### src/ddsll_pkg.sv
// Purpose: shared constants for the dual converter serial load logic
// Assumes: 12-bit code, pins sampled by a 200 MHz system clock
// Notes:   pin indices address the synchronised pin vector
package ddsll_pkg;

  // ----------------------------------------
  // code and preset values
  // ----------------------------------------
  localparam int          CODE_W      = 12;
  localparam logic [11:0] PRESET_HALF = 12'h800;
  localparam logic [11:0] PRESET_ZERO = 12'h000;
  localparam logic [11:0] CODE_RST    = 12'h000;

  // ----------------------------------------
  // synchronised pin vector layout
  // ----------------------------------------
  localparam int          N_PINS      = 8;
  localparam int          PIN_SCLK    = 0;
  localparam int          PIN_SDATA   = 1;
  localparam int          PIN_SEL_N   = 2;
  localparam int          PIN_CMT_A_N = 3;
  localparam int          PIN_CMT_B_N = 4;
  localparam int          PIN_PRE_N   = 5;
  localparam int          PIN_PRE_HI  = 6;
  localparam int          PIN_PWR_N   = 7;
  // active-low pins rest high after reset so nothing fires spuriously
  localparam logic [7:0]  SYNC_RST    = 8'hbc;

endpackage : ddsll_pkg

### src/ddsll_pins_if.sv
// Purpose: carries synchronised pin levels from the sampler to the core
// Assumes: one clock domain
// Notes:   levels only, no events
`timescale 1ns/1ps
`default_nettype none
interface ddsll_pins_if;
  import ddsll_pkg::*;
  logic [N_PINS-1:0] level;
  modport drive (output level);
  modport take  (input level);
endinterface : ddsll_pins_if
`default_nettype wire

### src/ddsll_sync.sv
// Purpose: two-flop synchroniser bank for all asynchronous pins
// Assumes: pins are stable levels between their own transitions
// Notes:   first stage is read only by the second stage
`timescale 1ns/1ps
`default_nettype none
module ddsll_sync
  import ddsll_pkg::*;
(
  input  wire logic                        clk,
  input  wire logic                        sys_rst,
  input  wire logic                        clk_en,
  input  wire logic [ddsll_pkg::N_PINS-1:0] pins,
  ddsll_pins_if.drive                      out
);

  logic [N_PINS-1:0] stage1;
  logic [N_PINS-1:0] stage2;

  // ----------------------------------------
  // per-pin two-flop chain
  // ----------------------------------------
  genvar g;
  generate
    for (g = 0; g < N_PINS; g++)
    begin : g_pin
      always_ff @(posedge clk)
      begin
        if (sys_rst)
        begin
          stage1[g] <= SYNC_RST[g];
          stage2[g] <= SYNC_RST[g];
        end
        else if (clk_en)
        begin
          stage1[g] <= pins[g];
          stage2[g] <= stage1[g];
        end
      end
    end
  endgenerate

  assign out.level = stage2;

endmodule : ddsll_sync
`default_nettype wire

### src/ddsll_core.sv
// Purpose: serial shift register and two level-sensitive converter code registers
// Assumes: host keeps serial clock period well above four system clocks (bench: 48 ns)
// Notes:   all pins pass two flops; serial data and clock share the same delay
`timescale 1ns/1ps
`default_nettype none

// Notes on behaviour
// - select high: serial clock edges are ignored, shift register holds.
// - select does not gate either commit strobe.
// - select low: each rising serial clock shifts one bit, MSB first.
// - serial data bit enters shift register directly on each qualifying edge.
// - commit A low: code register A follows the shift register, level sensitive.
// - commit B low: code register B follows the shift register, level sensitive.
// - preset low forces both code registers, independent of serial clock.
// - preset with level select high gives half scale 800.
// - preset with level select low gives all zeros.
// - power-down keeps shift and code registers intact.
// - power-down still allows shifting and commits as normal.
// - leaving power-down, outputs show latest committed codes.
// - one shared 12-bit shift register, two 12-bit code registers.
// - extra clocks keep only the last twelve bits received.
// - strobe falling with select high updates register, then stays transparent.
module ddsll_core
  import ddsll_pkg::*;
(
  input  wire logic                        clk,
  input  wire logic                        sys_rst,
  input  wire logic                        clk_en,
  input  wire logic                        serial_clk,
  input  wire logic                        serial_in,
  input  wire logic                        select_n,
  input  wire logic                        commit_a_n,
  input  wire logic                        commit_b_n,
  input  wire logic                        code_preset_n,
  input  wire logic                        preset_half,
  input  wire logic                        power_down_n,
  output var  logic [ddsll_pkg::CODE_W-1:0] output_a,
  output var  logic [ddsll_pkg::CODE_W-1:0] output_b,
  output var  logic [ddsll_pkg::CODE_W-1:0] shift_image,
  output var  logic                        outputs_active
);

  // ----------------------------------------
  // pin sampling
  // ----------------------------------------
  ddsll_pins_if pins_sync ();

  ddsll_sync u_sync (
    .clk     (clk),
    .sys_rst (sys_rst),
    .clk_en  (clk_en),
    .pins    ({power_down_n, preset_half, code_preset_n, commit_b_n,
               commit_a_n, select_n, serial_in, serial_clk}),
    .out     (pins_sync)
  );

  logic              sclk_s;
  logic              sdata_s;
  logic              sel_n_s;
  logic              cmt_a_n_s;
  logic              cmt_b_n_s;
  logic              pre_n_s;
  logic              pre_hi_s;
  logic              pwr_n_s;
  logic              sclk_prev;
  logic              shift_edge;
  logic [CODE_W-1:0] shift_reg;
  logic [CODE_W-1:0] code_a;
  logic [CODE_W-1:0] code_b;
  logic [CODE_W-1:0] preset_code;

  assign sclk_s    = pins_sync.level[PIN_SCLK];
  assign sdata_s   = pins_sync.level[PIN_SDATA];
  assign sel_n_s   = pins_sync.level[PIN_SEL_N];
  assign cmt_a_n_s = pins_sync.level[PIN_CMT_A_N];
  assign cmt_b_n_s = pins_sync.level[PIN_CMT_B_N];
  assign pre_n_s   = pins_sync.level[PIN_PRE_N];
  assign pre_hi_s  = pins_sync.level[PIN_PRE_HI];
  assign pwr_n_s   = pins_sync.level[PIN_PWR_N];

  // ----------------------------------------
  // serial shift register
  // ----------------------------------------
  always_ff @(posedge clk)
  begin
    if (sys_rst)
      sclk_prev <= 1'b0;
    else if (clk_en)
      sclk_prev <= sclk_s;
  end

  assign shift_edge = sclk_s && !sclk_prev && !sel_n_s;

  // power-down not consulted here, so contents are kept
  always_ff @(posedge clk)
  begin
    if (sys_rst)
      shift_reg <= CODE_RST;
    else if (clk_en && shift_edge)
    begin
      shift_reg <= {shift_reg[CODE_W-2:0], sdata_s};
    end
  end

  // ----------------------------------------
  // code registers
  // ----------------------------------------
  // half-scale or all-zeros preset
  function automatic logic [CODE_W-1:0] preset_value(input logic half);
    preset_value = half ? PRESET_HALF : PRESET_ZERO;
  endfunction : preset_value

  assign preset_code = preset_value(pre_hi_s);

  always_ff @(posedge clk)
  begin
    if (sys_rst)
      code_a <= CODE_RST;
    else if (clk_en)
    begin
      if (!pre_n_s)
        code_a <= preset_code;
      else if (!cmt_a_n_s)
        code_a <= shift_reg;
    end
  end

  always_ff @(posedge clk)
  begin
    if (sys_rst)
      code_b <= CODE_RST;
    else if (clk_en)
    begin
      if (!pre_n_s)
        code_b <= preset_code;
      else if (!cmt_b_n_s)
        code_b <= shift_reg;
    end
  end

  // ----------------------------------------
  // outputs
  // ----------------------------------------
  // outputs always track the code registers; power-down only flags them
  always_ff @(posedge clk)
  begin
    if (sys_rst)
    begin
      output_a       <= CODE_RST;
      output_b       <= CODE_RST;
      shift_image    <= CODE_RST;
      outputs_active <= 1'b0;
    end
    else if (clk_en)
    begin
      output_a       <= code_a;
      output_b       <= code_b;
      shift_image    <= shift_reg;
      outputs_active <= pwr_n_s;
    end
  end

endmodule : ddsll_core
`default_nettype wire

### config.mk
export PLATFORM = sky130hd
export DESIGN_NAME = ddsll_core
export DESIGN_NICKNAME = d
export VERILOG_FILES = /design/src/ddsll_pkg.sv /design/src/ddsll_pins_if.sv /design/src/ddsll_sync.sv /design/src/ddsll_core.sv
export SDC_FILE = /design/constraint.sdc
export NUM_CORES = 1
export LEC_CHECK = 0
export BUFFER_PORTS_ARGS = -buffer_cell sky130_fd_sc_hd__buf_2
export CAP_MARGIN = 20
export CORE_ASPECT_RATIO = 1.4
export CORE_MARGIN = 3
export CORE_UTILIZATION = 56
export DETAILED_ROUTE_END_ITERATION = 8
export MAX_ROUTING_LAYER = met4
export PLACE_DENSITY = 0.85
export SETUP_SLACK_MARGIN = 0.15
export SYNTH_ARGS = -nofsm -noshare
export SYNTH_HDL_FRONTEND = slang
export SYNTH_SLANG_ARGS = --single-unit
### constraint.sdc
create_clock -name clk -period 1.4 [get_ports clk]
set_input_delay 0 -clock clk [delete_from_list [all_inputs] [get_ports clk]]
set_output_delay 0 -clock clk [all_outputs]
set_load 0.02 [all_outputs]
# Word level (Yosys, flattened, before mapping)
# Index checks and enable logic that the tools add are counted.
[totals]
reg_bits = 90
input_bits = 11
output_inout_bits = 37
wordCells = 38
[classes]
eq_ne = 2
mux = 5
n_reduce_logical = 7
[ops]
columns = ["operator", "count"]
rows = [
  ["12-bit 2-to-1 mux", 5],
  ["2-bit != test, second input constant", 2],
  ["2-bit AND reduction", 2],
  ["1-bit logical AND", 3],
  ["1-bit logical NOT", 2],
]

# Logic depth before layout (Yosys ltp)
[depth]
depth_word = 4
depth_mapped = 4
mapped_depth_nobuf = 2

# Modules after synthesis
# Synthesis repeated with hierarchy kept, for this count alone.
[hier_totals]
cells_unflattened = 314
hier_area_um2 = 3504.6
[modules_own_cells]
columns = ["module", "instances", "cells_per_inst", "area_per_inst_um2", "seq_area_each_um2"]
rows = [
  ["ddsll_core", 1, 262, 2902.8, 1481.4],
  ["ddsll_sync", 1, 52, 601.8, 320.3],
]

# Least setup slack after synthesis
# Ideal clock, no wire load.
[synth_path]
kind = "register to register"
startpoint = "register sclk_prev"
endpoint = "register shift_reg[10]"
setup_time_ns = 0.072
arrival_time_ns = 0.938
required_time_ns = 1.328
path_slack_ns = 0.390
stages_incl_launch_ff = 4
n_path_buf = 1
synth_period_minus_slack_ns = 1.010
cell_sequence = "dfxtp_1 -> and4bb_4 -> buf_12 -> mux2i_1"
[synth_between]
elab_chain_cells = 4
[synth_rtl]
columns = ["element", "line", "source"]
rows = [
  ["start: declaration", "ddsll_core.sv:65", "logic sclk_prev;"],
  ["start signal: assignment", "ddsll_core.sv:89", "sclk_prev <= sclk_s;"],
  ["1-bit logical NOT", "ddsll_core.sv:92", "assign shift_edge = sclk_s && !sclk_prev && !sel_n_s;"],
  ["1-bit logical AND (2 in a row)", "ddsll_core.sv:92", ""],
  ["1-bit logical AND", "ddsll_core.sv:99", "else if (clk_en && shift_edge)"],
  ["end signal: assignment", "ddsll_core.sv:101", "shift_reg <= {shift_reg[CODE_W-2:0], sdata_s};"],
  ["end: declaration", "ddsll_core.sv:67", "logic [CODE_W-1:0] shift_reg;"],
]
# No other way between the ends.
# A chain may end at the register's enable or synchronous reset.

==> run summary <==
DP Wirelength - 4360 µm
Core Region - 5990 µm²
Leakage power - 0.00184 µW
Largest net degree at the start of global routing - 57
Min Clock Period, post-route - 1.16 ns
TritonCTS Buffers - 9
Mapped Avg Cell Area - 11.3 µm²
FF+latch count, synth - 90
Crit Path Class - input pin to register
CP required - 1.64 ns
CTS Root Cell - clkbuf_8
Post-Syn Instances - 314
Placed instance count - 417
First-pass GRT wire length - 10900 µm
Post-Synth Simple-Gate Area - 0.164
Post-Syn Nets - 325
Final nets - 378
Worst-path maximum fanout - 56
Post-CTS setup buffers - 0
Final core utilization - 0.675
H-tree levels - 3
Initial Util - 0.590
Longest Clk Path Bufs - 2
Total global-route track usage - 0.200
Pwr/cell area - 1190 nW/µm²
Grt ovf - 0
Antenna violations before repair - 0
Post-synthesis mux area share - 0.224
TritonCTS clock tree - built
Number of synthesized flops with an enable pin - 0
Die Y - 100 µm
Largest family of logic cells by synthesized area - multiplexers
DR iter-0 viols - 112
Die X - 73.1 µm
Hold_ws - 0.0855 ns
Gpl congestion - 0.827
Via Count - 2285
DIE AREA - 7310 µm²
Warnings from Yosys - 0
Final Hold Fails - 0
Fill cell instance count of the final layout - 448
Share of layout cells above drive strength 1 - 0.202
Area of the mapped netlist - 3530 µm²
Post-Synth XOR/XNOR Area - 0
CP arrival - 1.40 ns
Routed vias/inst - 5.17
Post-Layout Cell Count - 442
Max_cap viols - 0
Ant. Diodes - 0
Final Cycle Share - 0.831
Synth Area in Adders - 0
Setup tns final - 0 ns
Row Count - 33
Rel. slew slack - 0.786
Startpoint Class - input pin
Clock sink total - 90
Worst slew pin tran - 0.321 ns
Seq/Total Area, Yosys - 0.510
WL/cell - 14.5 µm
Compound-gate portion of the synthesized area - 0.0418
RSZ-0062 raised after global routing - false
Drc violations - 0
Total Wirelength - 6400 µm
Slew Viols, Final - 0
FFs w/ async S/R, synth - 0
Status - complete, no violations
Remaining antenna violation count - 0
DR pass1 iterations - 4
Fmax - 859 MHz
Ports - 48
Vias in the first global route - 2213
Hold Crit Class - input pin to register
P&R area growth vs syn - 14.4%
Setup Viol. Count Final - 0
Clk Latency, worst-skew pair - 0.35 ns
Clock-pin slew on the worst setup and hold paths - 0.08 ns
Clock skew - 0.00624 ns
Commonest register cell after synthesis - dfxtp_1
CP endpoint kind - register
Peak supply drop - 923 µV
Synth cell types - 19
Port Buffers - 47
through the flow:
stage               instance area (µm²)  total power (µW)  worst slack [ns]
finish                             4040              4810             0.236
CTS                                4040              4870             0.172
global route                       4040              4990             0.169
floorplan                          3530              2920             0.390
global placement                   3730              2940             0.250
detailed placement                 3730              2940             0.191
cell usage after synthesis, drive strengths merged (2+ instances only):
master / n / area, µm²
nand3b: 11 / 82.6
a21boi: 2 / 22.5
mux2i: 79 / 791
dfxtp: 90 / 1800
and2: 2 / 12.5
buf: 19 / 201
a211o: 10 / 87.6
nor2: 44 / 165
nor2b: 9 / 56.3
nand2b: 38 / 238
o32ai: 2 / 17.5
a21bo: 2 / 20.0
clkbuf: 4 / 15.0
routing by layer:
layer / share of wire / GRT usage / vias to the layer above
met4: 0.021 / 0.0739 / 0
met1: 0.43 / 0.233 / 1061
met3: 0.041 / 0.0611 / 11
li1: - / - / 1171
met5: 0 / - / -
met2: 0.50 / 0.322 / 42
layout by cell type, fill, tap and decap left out:
cell	Yosys	final
a211o_1	10	10
bufinv_16	0	2
and2b_1	1	1
nand3b_1	11	11
a21bo_1	2	1
nor2_1	44	44
clkinv_2	0	2
buf_12	5	2
and4bb_4	1	1
dlygate4sd3_1	0	9
a21boi_2	2	2
nor2b_1	9	9
nand2b_1	38	38
clkbuf_8	0	10
and2_1	2	2
buf_4	1	7
a21bo_2	0	1
buf_2	9	47
clkbuf_1	4	1
dfxtp_1	90	90
mux2i_1	79	79
clkinvlp_4	0	1
o32ai_1	2	2
where the power goes:
part           switching, µW  leakage (µW)  total [µW]  internal (µW)
clock network            862      0.000109        1910           1050
registers               20.3      0.000728        2610           2590
logic                    142      0.000999         296            154
total                   1020       0.00184        4810           3790
what timing repair did:
action,CTS,global route
setup endpoints to repair,0,10
hold endpoints to repair,9,0
hold buffers,9,0
gates resized for setup,0,1
cell type report:
type	count	area [µm²]	share of cell area
multi-input combinational	201	1520	0.375
sequential	90	1800	0.446
tap	70	87.6	0.0217
timing repair buffer	65	418	0.103
clock inverter	5	77.6	0.0192
clock buffer	11	141	0.0350
cell families after synthesis:
logic type / after synthesis
simple gates: 106
compound gates: 16
mux: 79
buf+inv: 23
flops: 90
worst paths after layout:
kind	from	endpoint	slack (ns)	cells past startpoint
hold / removal	clk_en	code_a[11]	0.09	3
hold reg to reg	u_sync.stage1[3]	u_sync.out.level[3]	0.46	1
setup / recovery	sys_rst	code_b[3]	0.24	5
setup reg to reg	sclk_prev	shift_reg[9]	0.24	2
critical path, stage by stage:
cell and delay [ns]:
dlygate4sd3_1 0.52, buf_2 0.27, buf_12 0.25, nand3b_1 0.24, mux2i_1 0.11
Power figures use the tool's default switching activity.
